`src/include/hscp_pkg.sv`:
```
// shared constants for the host serial config parser
package hscp_pkg;
	// frame bytes and message types
	localparam logic [7:0] SOF = 8'h01, EOF = 8'h04, OVH = 8'h05;
	localparam logic [7:0] T_PAN = 8'h01, T_ADDR = 8'h03, T_CHAN = 8'h05, T_RXALL = 8'h07;
	localparam logic [7:0] T_ACKEN = 8'h09, T_PWR = 8'h0F, T_IO = 8'h1E, T_SLP = 8'h1F;
	localparam logic [7:0] T_ADC = 8'h20, T_DBG = 8'h27, T_LED = 8'h28, T_BAUD = 8'h29;
	localparam logic [7:0] T_SAVE = 8'h11, T_RESET = 8'h18, T_RFRX = 8'h95, T_RFALL = 8'hA9;
	localparam logic [7:0] ACK_FLAG = 8'h80;
	localparam int MAXPAY = 16;
	// byte positions in the configuration image
	localparam int NCFG = 36;
	localparam logic [5:0] O_PAN = 6'h00, O_LONG = 6'h02, O_SHORT = 6'h0A, O_CHAN = 6'h0C;
	localparam logic [5:0] O_RXALL = 6'h0D, O_ACKEN = 6'h0E, O_PWR = 6'h0F, O_IO = 6'h10;
	localparam logic [5:0] O_SLP = 6'h16, O_ADC = 6'h1C, O_DBG = 6'h20, O_LED = 6'h21;
	localparam logic [5:0] O_BAUD = 6'h22;
	localparam logic [15:0] SH_LONG = 16'hFFFE, SH_BCAST = 16'hFFFF;
	// led byte fields
	localparam int LED_HB = 0, LED_SER = 1, LED_RF = 2, LED_PAIR = 7;
	// register byte addresses
	localparam logic [7:0] A_CTRL = 8'h00, A_STAT = 8'h04, A_IO = 8'h08, A_IOIN = 8'h0C;
	localparam logic [7:0] A_RF = 8'h10, A_ADC = 8'h14;
	// timing
	localparam int CLK_HZ = 25_000_000;
	localparam int HB_MS = 2000, FLASH_MS = 20;
	localparam int HB_CYC = CLK_HZ / 1000 * HB_MS;
	localparam int FLASH_CYC = CLK_HZ / 1000 * FLASH_MS;
	localparam int BAUD_DEF = 115_200, BAUD_MIN = 1_200;
	localparam logic [15:0] DIV_DEF = 16'(CLK_HZ / BAUD_DEF);
	localparam logic [15:0] DIV_MAX = 16'(CLK_HZ / BAUD_MIN);
	localparam logic [15:0] DIV_MIN = 16'(CLK_HZ / BAUD_DEF);
	localparam logic [15:0] ADC_BASE = 16'h0040;
	localparam logic [1:0] MAX_RETRY = 2'h3;

	typedef struct packed {logic ok; logic [5:0] off; logic [4:0] n;} hscp_slot_t;

	// where a setting message lands in the image
	function automatic hscp_slot_t hscp_slot(input logic [7:0] t);
		unique case (t)
			T_PAN:   return '{1'b1, O_PAN, 5'h02};
			T_ADDR:  return '{1'b1, O_LONG, 5'h0A};
			T_CHAN:  return '{1'b1, O_CHAN, 5'h01};
			T_RXALL: return '{1'b1, O_RXALL, 5'h01};
			T_ACKEN: return '{1'b1, O_ACKEN, 5'h01};
			T_PWR:   return '{1'b1, O_PWR, 5'h01};
			T_IO:    return '{1'b1, O_IO, 5'h06};
			T_SLP:   return '{1'b1, O_SLP, 5'h06};
			T_ADC:   return '{1'b1, O_ADC, 5'h04};
			T_DBG:   return '{1'b1, O_DBG, 5'h01};
			T_LED:   return '{1'b1, O_LED, 5'h01};
			T_BAUD:  return '{1'b1, O_BAUD, 5'h02};
			default: return '{1'b0, 6'h00, 5'h00};
		endcase
	endfunction : hscp_slot
endpackage : hscp_pkg

```
`src/design/hscp_top.sv`:
```
// serial frame parser, configuration store and pin control
`timescale 1ns/10ps

module hscp_sync #(parameter int W = 1) (
	input  wire logic         hclk,
	input  wire logic         hresetn,
	input  wire logic [W-1:0] d,
	output logic      [W-1:0] q
);
	logic [W-1:0] s1_q, s2_q, s3_q;
	always_ff @(posedge hclk or negedge hresetn) begin
		if (!hresetn) begin
			s1_q <= '1;
			s2_q <= '1;
			s3_q <= '1;
			q    <= '1;
		end else begin
			s1_q <= d;
			s2_q <= s1_q;
			s3_q <= s2_q;
			// a bit counts only once two stages agree
			for (int i = 0; i < W; i++) begin
				if (s2_q[i] == s3_q[i]) q[i] <= s3_q[i];
			end
		end
	end
endmodule : hscp_sync

module hscp_top import hscp_pkg::*; #(
	parameter int HB_CYCLES    = HB_CYC,
	parameter int FLASH_CYCLES = FLASH_CYC
) (
	// clock and reset
	input  wire logic        hclk,
	input  wire logic        hresetn,
	// ahb-lite slave
	input  wire logic        hsel,
	input  wire logic [31:0] haddr,
	input  wire logic [1:0]  htrans,
	input  wire logic        hwrite,
	input  wire logic [2:0]  hsize,
	input  wire logic [31:0] hwdata,
	input  wire logic        hready,
	output logic      [31:0] hrdata,
	output logic             hreadyout,
	output logic             hresp,
	// serial link to the host controller
	input  wire logic        ser_rxd,
	output logic             ser_txd,
	// nonvolatile byte store
	output logic             nvm_req,
	output logic             nvm_we,
	output logic      [5:0]  nvm_addr,
	output logic      [7:0]  nvm_wdata,
	input  wire logic [7:0]  nvm_rdata,
	input  wire logic        nvm_ack,
	// radio settings and traffic
	output logic      [15:0] rf_pan,
	output logic      [15:0] rf_short,
	output logic      [63:0] rf_long,
	output logic             rf_use_long,
	output logic      [7:0]  rf_channel,
	output logic      [4:0]  rf_power,
	output logic             rf_ack_en,
	output logic             rf_rx_all,
	output logic             rf_tx_req,
	input  wire logic        rf_tx_done,
	input  wire logic        rf_tx_acked,
	input  wire logic        rf_rx_valid,
	input  wire logic [15:0] rf_rx_pan,
	input  wire logic [7:0]  rf_rx_data,
	// user pins
	input  wire logic [11:0] io_in,
	output logic      [11:0] io_out,
	output logic      [11:0] io_oe,
	output logic      [11:0] io_pull,
	output logic             sleeping,
	// mode pins carrying debug signals
	input  wire logic [2:0]  mode_in,
	output logic      [2:0]  mode_out,
	output logic      [2:0]  mode_oe,
	// analog converter control
	output logic             adc_start,
	output logic      [7:0]  adc_ref,
	output logic      [7:0]  adc_res,
	output logic      [7:0]  adc_avg
);
	if (HB_CYCLES < 4 || FLASH_CYCLES < 2 || FLASH_CYCLES >= HB_CYCLES) begin : g_chk
		$error("hscp_top: bad timing parameters");
	end

	// ----------------------------------------------------------------
	// input synchronisers
	// ----------------------------------------------------------------
	logic        rxd_s;
	logic [11:0] io_s;
	logic [2:0]  mode_s;
	hscp_sync #(.W(1))  u_rx (.hclk(hclk), .hresetn(hresetn), .d(ser_rxd), .q(rxd_s));
	hscp_sync #(.W(12)) u_io (.hclk(hclk), .hresetn(hresetn), .d(io_in), .q(io_s));
	hscp_sync #(.W(3))  u_md (.hclk(hclk), .hresetn(hresetn), .d(mode_in), .q(mode_s));

	// ----------------------------------------------------------------
	// working configuration image
	// ----------------------------------------------------------------
	logic [7:0]  cfg_q [NCFG];
	wire  [15:0] div_raw = {cfg_q[O_BAUD+1], cfg_q[O_BAUD]};
	wire         div_ok  = div_raw >= DIV_MIN && div_raw <= DIV_MAX;
	wire  [15:0] div     = div_ok ? div_raw : DIV_DEF;
	wire  [15:0] shrt    = {cfg_q[O_SHORT+1], cfg_q[O_SHORT]};
	wire  [15:0] pan     = {cfg_q[O_PAN+1], cfg_q[O_PAN]};
	wire         rxall   = cfg_q[O_RXALL][0];
	wire         acken   = cfg_q[O_ACKEN][0];
	wire  [7:0]  led     = cfg_q[O_LED];

	// ----------------------------------------------------------------
	// serial receiver
	// ----------------------------------------------------------------
	logic [15:0] rcnt_q;
	logic [3:0]  rbit_q;
	logic [8:0]  rsh_q;
	logic        rbusy_q, rvld_q;
	wire         r_tick = rcnt_q == 16'h0000;
	always_ff @(posedge hclk or negedge hresetn) begin
		if (!hresetn) begin
			rcnt_q  <= 16'h0000;
			rbit_q  <= 4'h0;
			rsh_q   <= 9'h000;
			rbusy_q <= 1'b0;
			rvld_q  <= 1'b0;
		end else begin
			rvld_q <= 1'b0;
			if (!rbusy_q) begin
				if (!rxd_s) begin
					rbusy_q <= 1'b1;
					rbit_q  <= 4'h0;
					rcnt_q  <= div >> 1;
				end
			end else if (!r_tick) begin
				rcnt_q <= rcnt_q - 16'h0001;
			end else begin
				rcnt_q <= div - 16'h0001;
				rsh_q  <= {rxd_s, rsh_q[8:1]};
				rbit_q <= rbit_q + 4'h1;
				if (rbit_q == 4'h0 && rxd_s) rbusy_q <= 1'b0;
				if (rbit_q == 4'h9) begin
					rbusy_q <= 1'b0;
					rvld_q  <= rxd_s;
				end
			end
		end
	end
	// start bit has left the shifter, stop bit sits on top
	wire [7:0] rbyte = rsh_q[7:0];

	// ----------------------------------------------------------------
	// frame parser
	// ----------------------------------------------------------------
	typedef enum logic [6:0] {
		P_DUP = 7'h01, P_SOF = 7'h02, P_LEN = 7'h04, P_TYP = 7'h08,
		P_PAY = 7'h10, P_SUM = 7'h20, P_EOF = 7'h40
	} hscp_pst_t;
	hscp_pst_t  p_q;
	logic [7:0] plen_q, ptyp_q, psum_q;
	logic [4:0] pcnt_q;
	logic       sumok_q, fok_q, fbad_q;
	logic [7:0] pbuf_q [MAXPAY];
	wire  [7:0] npay   = plen_q - OVH;
	wire        len_ok = rbyte == plen_q && rbyte >= OVH && rbyte <= OVH + 8'(MAXPAY);
	always_ff @(posedge hclk or negedge hresetn) begin
		if (!hresetn) begin
			p_q <= P_DUP;
			{plen_q, ptyp_q, psum_q, pcnt_q} <= '0;
			{sumok_q, fok_q, fbad_q} <= '0;
		end else begin
			fok_q  <= 1'b0;
			fbad_q <= 1'b0;
			if (rvld_q) begin
				unique case (p_q)
					P_DUP: begin
						plen_q <= rbyte;
						p_q    <= P_SOF;
					end
					P_SOF: begin
						psum_q <= rbyte;
						p_q    <= rbyte == SOF ? P_LEN : P_DUP;
						fbad_q <= rbyte != SOF;
					end
					P_LEN: begin
						psum_q <= psum_q + rbyte;
						p_q    <= len_ok ? P_TYP : P_DUP;
						fbad_q <= !len_ok;
					end
					P_TYP: begin
						ptyp_q <= rbyte;
						psum_q <= psum_q + rbyte;
						pcnt_q <= 5'h00;
						p_q    <= plen_q == OVH ? P_SUM : P_PAY;
					end
					P_PAY: begin
						pbuf_q[pcnt_q[3:0]] <= rbyte;
						psum_q <= psum_q + rbyte;
						pcnt_q <= pcnt_q + 5'h01;
						if (8'(pcnt_q) + 8'h01 == npay) p_q <= P_SUM;
					end
					P_SUM: begin
						sumok_q <= rbyte == psum_q;
						p_q     <= P_EOF;
					end
					P_EOF: begin
						fok_q  <= rbyte == EOF && sumok_q;
						fbad_q <= !(rbyte == EOF && sumok_q);
						p_q    <= P_DUP;
					end
				endcase
			end
		end
	end

	// ----------------------------------------------------------------
	// command engine with nonvolatile load and save
	// ----------------------------------------------------------------
	typedef enum logic [3:0] {
		E_LOAD = 4'h1, E_IDLE = 4'h2, E_SAVE = 4'h4, E_ACK = 4'h8
	} hscp_est_t;
	hscp_est_t  e_q;
	logic [5:0] ptr_q;
	logic       ackp_q, rstp_q, savp_q, liveld_q, tx_act_q;
	logic [7:0] good_q, bad_q;
	hscp_slot_t slot;
	assign slot = hscp_slot(ptyp_q);
	wire take   = e_q == E_IDLE && fok_q;
	wire setok  = take && slot.ok && npay == 8'(slot.n);
	wire nv_fin = nvm_ack && ptr_q == 6'(NCFG - 1);
	wire ack_go = e_q == E_ACK && !tx_act_q;
	logic sw_rst, sw_sav;

	always_ff @(posedge hclk or negedge hresetn) begin
		if (!hresetn) begin
			e_q <= E_LOAD;
			{ptr_q, ackp_q, rstp_q, savp_q, liveld_q} <= '0;
			{good_q, bad_q} <= '0;
		end else begin
			liveld_q <= 1'b0;
			// a request landing on its own clear still wins
			rstp_q <= sw_rst || (rstp_q && e_q != E_IDLE);
			savp_q <= sw_sav || (savp_q && !(e_q == E_IDLE && !rstp_q));
			if (fbad_q) bad_q <= bad_q + 8'h01;
			unique case (e_q)
				E_LOAD, E_SAVE: if (nvm_ack) begin
					ptr_q <= ptr_q + 6'h01;
					if (nv_fin) begin
						ptr_q    <= 6'h00;
						liveld_q <= e_q == E_LOAD;
						e_q      <= ackp_q ? E_ACK : E_IDLE;
					end
				end
				E_IDLE: begin
					ackp_q <= 1'b0;
					if (take && ptyp_q == T_RESET) begin
						ackp_q <= 1'b1;
						e_q    <= E_LOAD;
					end else if (take && ptyp_q == T_SAVE) begin
						ackp_q <= 1'b1;
						e_q    <= E_SAVE;
					end else if (setok) begin
						e_q <= E_ACK;
					end else if (rstp_q) begin
						e_q <= E_LOAD;
					end else if (savp_q) begin
						e_q <= E_SAVE;
					end
					if (take && (ptyp_q == T_RESET || ptyp_q == T_SAVE || setok))
						good_q <= good_q + 8'h01;
				end
				E_ACK: if (ack_go) begin
					ackp_q <= 1'b0;
					e_q    <= E_IDLE;
				end
			endcase
		end
	end

	always_ff @(posedge hclk or negedge hresetn) begin
		if (!hresetn) begin
			for (int i = 0; i < NCFG; i++) cfg_q[i] <= 8'h00;
		end else begin
			for (int i = 0; i < NCFG; i++) begin
				// setting messages touch only the working copy
				if (setok && i >= int'(slot.off) && i < int'(slot.off) + int'(slot.n))
					cfg_q[i] <= pbuf_q[4'(i - int'(slot.off))];
			end
			if (e_q == E_LOAD && nvm_ack) cfg_q[ptr_q] <= nvm_rdata;
		end
	end

	always_ff @(posedge hclk or negedge hresetn) begin
		if (!hresetn) begin
			{nvm_req, nvm_we, nvm_addr, nvm_wdata} <= '0;
		end else begin
			nvm_req   <= (e_q == E_LOAD || e_q == E_SAVE) && !nv_fin;
			nvm_we    <= e_q == E_SAVE;
			nvm_addr  <= nvm_ack ? ptr_q + 6'h01 : ptr_q;
			nvm_wdata <= cfg_q[nvm_ack ? ptr_q + 6'h01 : ptr_q];
		end
	end

	// ----------------------------------------------------------------
	// frame transmitter: acknowledge first, then forwarded radio data
	// ----------------------------------------------------------------
	logic [2:0]  tidx_q;
	logic [7:0]  ttyp_q, tpay_q;
	logic        tpl_q, fwdp_q, fwd_typ_q;
	logic [7:0]  fwd_q;
	logic [15:0] tcnt_q;
	logic [9:0]  tsh_q;
	logic [3:0]  tbit_q;
	wire  [7:0]  tlen = tpl_q ? OVH + 8'h01 : OVH;
	wire  [7:0]  tsum = SOF + tlen + ttyp_q + (tpl_q ? tpay_q : 8'h00);
	wire  [2:0]  tlast = tpl_q ? 3'h6 : 3'h5;
	logic [7:0]  tbyte;
	always_comb begin
		unique case (tidx_q)
			3'h0:    tbyte = tlen;
			3'h1:    tbyte = SOF;
			3'h2:    tbyte = tlen;
			3'h3:    tbyte = ttyp_q;
			default: tbyte = (tidx_q == 3'h4 && tpl_q) ? tpay_q
			                 : (tidx_q == tlast ? EOF : tsum);
		endcase
	end
	wire u_idle  = tbit_q == 4'h0;
	wire t_load  = tx_act_q && u_idle;
	wire fwd_go  = fwdp_q && !tx_act_q && !ack_go;
	wire rf_pan_ok = rf_rx_pan == pan;
	wire rf_take = rf_rx_valid && rf_pan_ok;

	always_ff @(posedge hclk or negedge hresetn) begin
		if (!hresetn) begin
			{tidx_q, ttyp_q, tpay_q, tpl_q, tx_act_q} <= '0;
			{fwdp_q, fwd_typ_q, fwd_q} <= '0;
		end else begin
			if (rf_take) begin
				fwd_q     <= rf_rx_data;
				fwd_typ_q <= rxall;
			end
			fwdp_q <= rf_take || (fwdp_q && !fwd_go);
			if (ack_go) begin
				ttyp_q   <= ptyp_q | ACK_FLAG;
				tpl_q    <= 1'b0;
				tidx_q   <= 3'h0;
				tx_act_q <= 1'b1;
			end else if (fwd_go) begin
				ttyp_q   <= fwd_typ_q ? T_RFALL : T_RFRX;
				tpay_q   <= fwd_q;
				tpl_q    <= 1'b1;
				tidx_q   <= 3'h0;
				tx_act_q <= 1'b1;
			end else if (t_load) begin
				tidx_q <= tidx_q + 3'h1;
				if (tidx_q == tlast) tx_act_q <= 1'b0;
			end
		end
	end

	always_ff @(posedge hclk or negedge hresetn) begin
		if (!hresetn) begin
			tcnt_q  <= 16'h0000;
			tsh_q   <= 10'h3FF;
			tbit_q  <= 4'h0;
			ser_txd <= 1'b1;
		end else if (t_load) begin
			tsh_q  <= {1'b1, tbyte, 1'b0};
			tbit_q <= 4'hA;
			tcnt_q <= 16'h0000;
		end else if (!u_idle) begin
			ser_txd <= tsh_q[0];
			tcnt_q  <= tcnt_q + 16'h0001;
			if (tcnt_q == div - 16'h0001) begin
				tcnt_q <= 16'h0000;
				tsh_q  <= {1'b1, tsh_q[9:1]};
				tbit_q <= tbit_q - 4'h1;
			end
		end else begin
			ser_txd <= 1'b1;
		end
	end

	// ----------------------------------------------------------------
	// register slave
	// ----------------------------------------------------------------
	logic        wr_q, sleep_q, rf_busy_q, rf_fail_q, adc_busy_q;
	logic [7:0]  wa_q;
	logic [11:0] lvl_q, dir_q;
	logic [1:0]  try_q;
	logic [15:0] adc_q;
	wire  aph    = hsel && htrans[1] && hready;
	wire  wr_ctl = wr_q && wa_q == A_CTRL;
	wire  wr_io  = wr_q && wa_q == A_IO;
	wire  wr_rf  = wr_q && wa_q == A_RF && hwdata[0];
	wire  wr_adc = wr_q && wa_q == A_ADC && hwdata[0];
	assign sw_rst = wr_ctl && hwdata[1];
	assign sw_sav = wr_ctl && hwdata[2];
	wire [31:0] stat = {8'h00, bad_q, good_q, 3'h0, adc_busy_q, rf_fail_q, rf_busy_q,
	                    e_q == E_SAVE, e_q == E_LOAD};
	wire [31:0] rdv  = haddr[7:0] == A_CTRL ? {31'h0, sleep_q}
	                 : haddr[7:0] == A_STAT ? stat
	                 : haddr[7:0] == A_IO   ? {4'h0, dir_q, 4'h0, lvl_q}
	                 : haddr[7:0] == A_IOIN ? {20'h0, io_s}
	                 : haddr[7:0] == A_RF   ? {30'h0, rf_fail_q, rf_busy_q}
	                 : haddr[7:0] == A_ADC  ? {31'h0, adc_busy_q} : 32'h0;
	always_ff @(posedge hclk or negedge hresetn) begin
		if (!hresetn) begin
			{wr_q, wa_q, hrdata, hresp} <= '0;
			hreadyout <= 1'b1;
		end else begin
			hreadyout <= 1'b1;
			hresp     <= 1'b0;
			wr_q      <= aph && hwrite;
			if (aph) wa_q <= haddr[7:0];
			if (aph && !hwrite) hrdata <= haddr[31:8] == 24'h0 ? rdv : 32'h0;
		end
	end

	// ----------------------------------------------------------------
	// live pin state, sleep and radio send
	// ----------------------------------------------------------------
	always_ff @(posedge hclk or negedge hresetn) begin
		if (!hresetn) begin
			{sleep_q, lvl_q, dir_q} <= '0;
		end else begin
			if (wr_ctl) sleep_q <= hwdata[0];
			if (liveld_q) begin
				dir_q <= {cfg_q[O_IO+1][3:0], cfg_q[O_IO]};
				lvl_q <= {cfg_q[O_IO+5][3:0], cfg_q[O_IO+4]};
			end else if (wr_io && !sleep_q) begin
				// held while asleep so wake returns the pre-sleep state
				lvl_q <= hwdata[11:0];
				dir_q <= hwdata[27:16];
			end
		end
	end

	always_ff @(posedge hclk or negedge hresetn) begin
		if (!hresetn) begin
			{rf_busy_q, rf_fail_q, try_q, rf_tx_req} <= '0;
		end else begin
			rf_tx_req <= 1'b0;
			if (!rf_busy_q && wr_rf) begin
				rf_fail_q <= rxall;
				if (!rxall) begin
					rf_busy_q <= 1'b1;
					try_q     <= 2'h0;
					rf_tx_req <= 1'b1;
				end
			end else if (rf_busy_q && rf_tx_done) begin
				if (!acken || rf_tx_acked) begin
					rf_busy_q <= 1'b0;
				end else if (try_q != MAX_RETRY && !rxall) begin
					try_q     <= try_q + 2'h1;
					rf_tx_req <= 1'b1;
				end else begin
					rf_busy_q <= 1'b0;
					rf_fail_q <= 1'b1;
				end
			end
		end
	end

	// ----------------------------------------------------------------
	// converter timing
	// ----------------------------------------------------------------
	wire [7:0] amask = cfg_q[O_ADC+3];
	always_ff @(posedge hclk or negedge hresetn) begin
		if (!hresetn) begin
			{adc_busy_q, adc_q, adc_start} <= '0;
		end else begin
			adc_start <= 1'b0;
			if (!adc_busy_q && wr_adc && amask != 8'h00) begin
				adc_busy_q <= 1'b1;
				adc_start  <= 1'b1;
				adc_q      <= ADC_BASE << cfg_q[O_ADC+1][2:0];
			end else if (adc_busy_q) begin
				adc_q <= adc_q - 16'h0001;
				if (adc_q == 16'h0001) adc_busy_q <= 1'b0;
			end
		end
	end

	// ----------------------------------------------------------------
	// indicators and heartbeat
	// ----------------------------------------------------------------
	logic [31:0] hb_q, frx_q, ftx_q;
	wire hb_hit = hb_q == 32'(HB_CYCLES - 1);
	wire ev_rx  = (led[LED_SER] && rvld_q) || (led[LED_RF] && rf_take);
	wire ev_tx  = (led[LED_SER] && t_load) || (led[LED_RF] && rf_tx_req)
	              || (led[LED_HB] && hb_hit);
	always_ff @(posedge hclk or negedge hresetn) begin
		if (!hresetn) begin
			{hb_q, frx_q, ftx_q} <= '0;
		end else begin
			hb_q  <= hb_hit ? 32'h0 : hb_q + 32'h1;
			frx_q <= ev_rx ? 32'(FLASH_CYCLES) : (frx_q != 32'h0 ? frx_q - 32'h1 : frx_q);
			ftx_q <= ev_tx ? 32'(FLASH_CYCLES) : (ftx_q != 32'h0 ? ftx_q - 32'h1 : ftx_q);
		end
	end
	wire led_on = led[LED_HB] || led[LED_SER] || led[LED_RF];
	wire [11:0] led_m = !led_on ? 12'h000 : led[LED_PAIR] ? 12'h00C : 12'h003;
	wire [11:0] led_v = led[LED_PAIR] ? {8'h00, ftx_q != 32'h0, frx_q != 32'h0, 2'h0}
	                                  : {10'h000, frx_q != 32'h0, ftx_q != 32'h0};

	// ----------------------------------------------------------------
	// pin drive
	// ----------------------------------------------------------------
	wire [11:0] s_dir  = {cfg_q[O_SLP+1][3:0], cfg_q[O_SLP]};
	wire [11:0] s_pull = {cfg_q[O_SLP+3][3:0], cfg_q[O_SLP+2]};
	wire [11:0] s_lvl  = {cfg_q[O_SLP+5][3:0], cfg_q[O_SLP+4]};
	wire [11:0] n_pull = {cfg_q[O_IO+3][3:0], cfg_q[O_IO+2]};
	wire [11:0] ana    = {4'h0, amask};
	// sleep settings apply to analog pins too
	wire [11:0] oe_d   = sleep_q ? s_dir : (dir_q & ~ana) | led_m;
	wire [11:0] out_d  = sleep_q ? s_lvl : (lvl_q & ~led_m) | (led_v & led_m);
	wire [11:0] pul_d  = sleep_q ? s_pull & ~s_dir : n_pull & ~dir_q & ~ana & ~led_m;
	// the gate is open only while all three synchronised mode pins read high, whatever we drive
	wire        dbg_ok = &mode_s;
	always_ff @(posedge hclk or negedge hresetn) begin
		if (!hresetn) begin
			{io_out, io_oe, io_pull, sleeping, mode_out, mode_oe} <= '0;
			{rf_pan, rf_short, rf_long, rf_use_long, rf_channel} <= '0;
			{rf_power, rf_ack_en, rf_rx_all, adc_ref, adc_res, adc_avg} <= '0;
		end else begin
			io_out      <= out_d;
			io_oe       <= oe_d;
			io_pull     <= pul_d;
			sleeping    <= sleep_q;
			mode_oe     <= dbg_ok ? cfg_q[O_DBG][2:0] : 3'h0;
			mode_out    <= {rf_busy_q, !u_idle, rbusy_q};
			rf_pan      <= pan;
			rf_short    <= shrt;
			rf_long     <= {cfg_q[O_LONG+7], cfg_q[O_LONG+6], cfg_q[O_LONG+5],
			                cfg_q[O_LONG+4], cfg_q[O_LONG+3], cfg_q[O_LONG+2],
			                cfg_q[O_LONG+1], cfg_q[O_LONG]};
			rf_use_long <= shrt == SH_LONG;
			rf_channel  <= cfg_q[O_CHAN];
			rf_power    <= cfg_q[O_PWR][4:0];
			rf_ack_en   <= acken;
			rf_rx_all   <= rxall;
			adc_ref     <= cfg_q[O_ADC];
			adc_res     <= cfg_q[O_ADC+1];
			adc_avg     <= cfg_q[O_ADC+2];
		end
	end
endmodule : hscp_top

```
`config.mk`:
```
export PLATFORM = sky130hd
export DESIGN_NAME = hscp_top
export DESIGN_NICKNAME = d
export VERILOG_FILES = /design/src/include/hscp_pkg.sv /design/src/design/hscp_top.sv
export SDC_FILE = /design/constraint.sdc
export NUM_CORES = 2
export LEC_CHECK = 0
export BUFFER_PORTS_ARGS = -buffer_cell sky130_fd_sc_hd__buf_2
export CAP_MARGIN = 20
export CORE_MARGIN = 4
export CORE_UTILIZATION = 30
export DETAILED_ROUTE_END_ITERATION = 7
export PLACE_DENSITY_LB_ADDON = 0.05
export SETUP_SLACK_MARGIN = 0.1
export SLEW_MARGIN = 20
export SYNTH_ARGS = -nofsm -noshare
export SYNTH_HDL_FRONTEND = slang
export SYNTH_SLANG_ARGS = --single-unit
```
`constraint.sdc`:
```
create_clock -name hclk -period 6.2 [get_ports hclk]
set_input_delay 0.31 -clock hclk [delete_from_list [all_inputs] [get_ports hclk]]
set_output_delay 0.31 -clock hclk [all_outputs]
set_load 0.02 [all_outputs]
```
==> run_results.csv <==
group,metric,value,unit
timing,period_minus_slack,5.66,ns
critical_path,critPathBufInv,0,
detailed_routing,drt_first_pass_iters,6,
timing,max_freq,177,MHz
floorplan,die_y,428,microns
yosys,yosys_most_used_dff,"dfrtp_1",
placement,dp_hpwl,168000,microns
status,status,"finished clean",
detailed_routing,detail-route-antenna-nets,0,
finish,fin_nets,5466,
critical_path,crit_arrival,6.33,ns
power,power,16.8,mW
yosys,async_flop_share,0.874,
floorplan,num_rows,153,
cts,cts_buffers,120,
critical_path,crit_chain,"or4_1, o211ai_1, a311oi_1, or2_2, nor2_1, ha_1, or3b_2, or3_1, or2_0, o21a_1, or3b_1, a2111oi_2, nand4b_2, nor4_2, mux2i_1",
timing,setup_ws,0.541,ns
critical_path,critPathSlowestCell,"or4_1",
timing,worst_pin_slew,1.10,ns
global_route,overflow,0,
timing,slew_viol_final,0,
placement,gp_congestion,0.964,
cts,post_cts_resized,0,
yosys,syn-cell-area,0.0529,sq mm
cts,clock_sinks,1017,
global_route,grt_max_degree,131,
finish,regArea,0.0262,sq mm
global_route,antenna_found_initial,10,
timing,tns,0,ns
cts,clkSlewWorstSetupHoldPaths,0.06,ns
detailed_routing,vias_per_cell,5.37,
timing,fin_crit_sh,0.913,
cts,cts_tree,"built",
power,leakage,26.5,nW
critical_path,crit_fanout,13,
critical_path,critical_path.max_stage_delay,0.61,ns
finish,final_common_cell,"dfrtp_1",
critical_path,end_kind,"register",
floorplan,pin_count,358,
global_route,grt_pass1_wl,317000,microns
yosys,synth-edff-count,128,
timing,hold_viol,0,
finish,multi_input_area,0.0254,sq mm
critical_path,path_class,"register to register",
yosys,syn_avg_cell_area,10.8,sq um
detailed_routing,route.detailed.wl_per_inst,28.7,microns
cts,clk_latency,0.79,ns
yosys,ys_types,104,
cts,cts_root_buffer,"clkbuf_16",
finish,final_cell_count_no_fill,7710,
timing,rsz0062_at_grt,"false",
finish,drive_above_1_share,0.188,
floorplan,initial_core_util,0.303,
placement,place_ws,0.565,ns
yosys,ys_ff_latch,1017,
critical_path,worstPathRequired,6.88,ns
yosys,seq_area_frac_synth,0.495,
timing,skew,0.0545,ns
detailed_routing,wl,221000,microns
placement,dp_cells,7412,
detailed_routing,drtIter0Drc,3489,
placement,portBuffers,339,
yosys,yosys_warnings,0,
finish,syn_to_final_growth,17.9,%
detailed_routing,vias,41400,
power,max-vdd-ir-drop,0.000229,V
cts,clock_path_buffers,3,
global_route,grt_pass1_vias,41200,
global_route,grt_usage,0.236,
floorplan,dieWidth,428,microns
cts,cts-htree-levels,3,
detailed_routing,route.detailed.drc,0,
floorplan,core_area,0.175,sq mm
finish,n_fill_cell,17500,
floorplan,dieArea,0.183,sq mm
yosys,synthCells,4902,
power,pwr_density_cell,270,mW/mm^2
critical_path,crit_family,"simple AND/OR/NAND/NOR gates",
timing,slew-limit-headroom,0.245,
finish,layout_common_cells,"dfrtp_1, nand2_1, mux2i_1",
timing,setup_viol,0,
run,max-cap-violations,0,
min_path,min_path_type,"input port to register",
critical_path,startpoint_type,"register",
timing,whs,0.105,ns
per-layer routing:
| layer | global-route usage | wire length [microns] | vias to the layer above |
|---|---|---|---|
| met2 | 0.371 | 101000 | 1241 |
| met4 | 0.103 | 10800 | 2 |
| met5 | 0 | 13 | - |
| met3 | 0.0293 | 10300 | 345 |
| met1 | 0.326 | 99100 | 21100 |
| li1 | - | - | 18700 |
cell usage after synthesis (27+ instances only):
cell	count	area, sq um
xnor2_1	120	1050
edfxtp_1	128	3840
nor4_1	50	313
o211ai_1	35	263
nand2_1	689	2590
a21oi_1	126	631
inv_1	99	372
xor2_1	70	613
mux2_2	84	946
nand2b_1	27	169
mux2i_1	487	4870
mux4_2	104	2340
ha_1	65	813
a22o_1	75	657
nor3_1	81	405
nand3_1	132	661
or3_1	27	169
buf_2	43	215
a22oi_1	204	1530
and3_1	44	275
buf_1	34	128
nand4_1	33	206
nand3b_1	38	285
clkbuf_1	184	691
dfrtp_1	813	20300
dfstp_2	76	2000
o21ai_0	252	1260
nor2_1	284	1070
and2_1	46	288
a21o_1	61	458
final cells by class:
cell class	count	area share
inverter	105	0.00642
clock inverter	62	0.0121
multi-input combinational	3507	0.407
sequential	1017	0.420
antenna	8	0.000321
clock buffer	166	0.0547
timing repair buffer	520	0.0528
tap	2325	0.0467
kinds of logic (layout without fill, tap and decap cells):
kind of cell	Yosys count	count (layout)	synth area share
other cells	2	14	0.000142
flops	1017	1017	0.495
simple gates	1570	1570	0.140
buf+inv	382	853	0.0295
compound gates	977	977	0.128
xor+xnor	193	193	0.0325
fa+ha+maj	86	86	0.0201
mux	675	675	0.154
stage by stage:
| stage | instance area, sq um | util |
|---|---|---|
| after detailed placement | 57500 | 0.329 |
| after global placement | 57500 | 0.329 |
| after global routing | 62300 | 0.357 |
| after floorplan | 52900 | - |
| final | 62300 | 0.357 |
| after CTS | 62300 | 0.357 |
power breakdown:
| group | switching [mW] | leakage (nW) | total, mW | internal [mW] |
|---|---|---|---|---|
| Clock | 3.08 | 2.02 | 7.50 | 4.42 |
| Sequential | 0.194 | 11.4 | 7.14 | 6.94 |
| Combinational | 1.32 | 13.1 | 2.19 | 0.867 |
| Total | 4.60 | 26.5 | 16.8 | 12.2 |
worst register-to-register path: stages, from the launching register on:
cell and delay, ns:
dfrtp_1 0.50, or4_1 0.61, o211ai_1 0.22, a311oi_1 0.13, or2_2 0.43, nor2_1 0.18, ha_1 0.33, or3b_2 0.53
or3_1 0.40, or2_0 0.21, o21a_1 0.23, or3b_1 0.38, a2111oi_2 0.40, nand4b_2 0.48, nor4_2 0.33, mux2i_1 0.22
repair_timing:
action | CTS | global route
hold buffers | 61 | 0
setup buffers | 0 | 0
endpoints found under the hold margin | 138 | 0
sequential cells by signal, indices dropped and copies added, names as in the netlist, 28 cells and up:
register / count
ftx_q: 32
cfg_q: 271
hrdata: 28
hb_q: 32
frx_q: 32
rf_long: 64
pbuf_q: 128
final timing paths:
path	start	to	slack, ns	depth (start not counted)
max reg2reg	cfg_q[8]	tbit_q[3]	0.54	15
max	cfg_q[8]	tbit_q[3]	0.54	15
min	haddr[15]	hrdata[0]	0.10	7
min reg2reg	u_md.s1_q[1]	u_md.s2_q[1]	0.36	0
max in group asynchronous	hresetn	tpay_q[3]	3.89	4
min in group asynchronous	hresetn	adc_q[7]	0.14	2
Power figures use the tool's default switching activity.
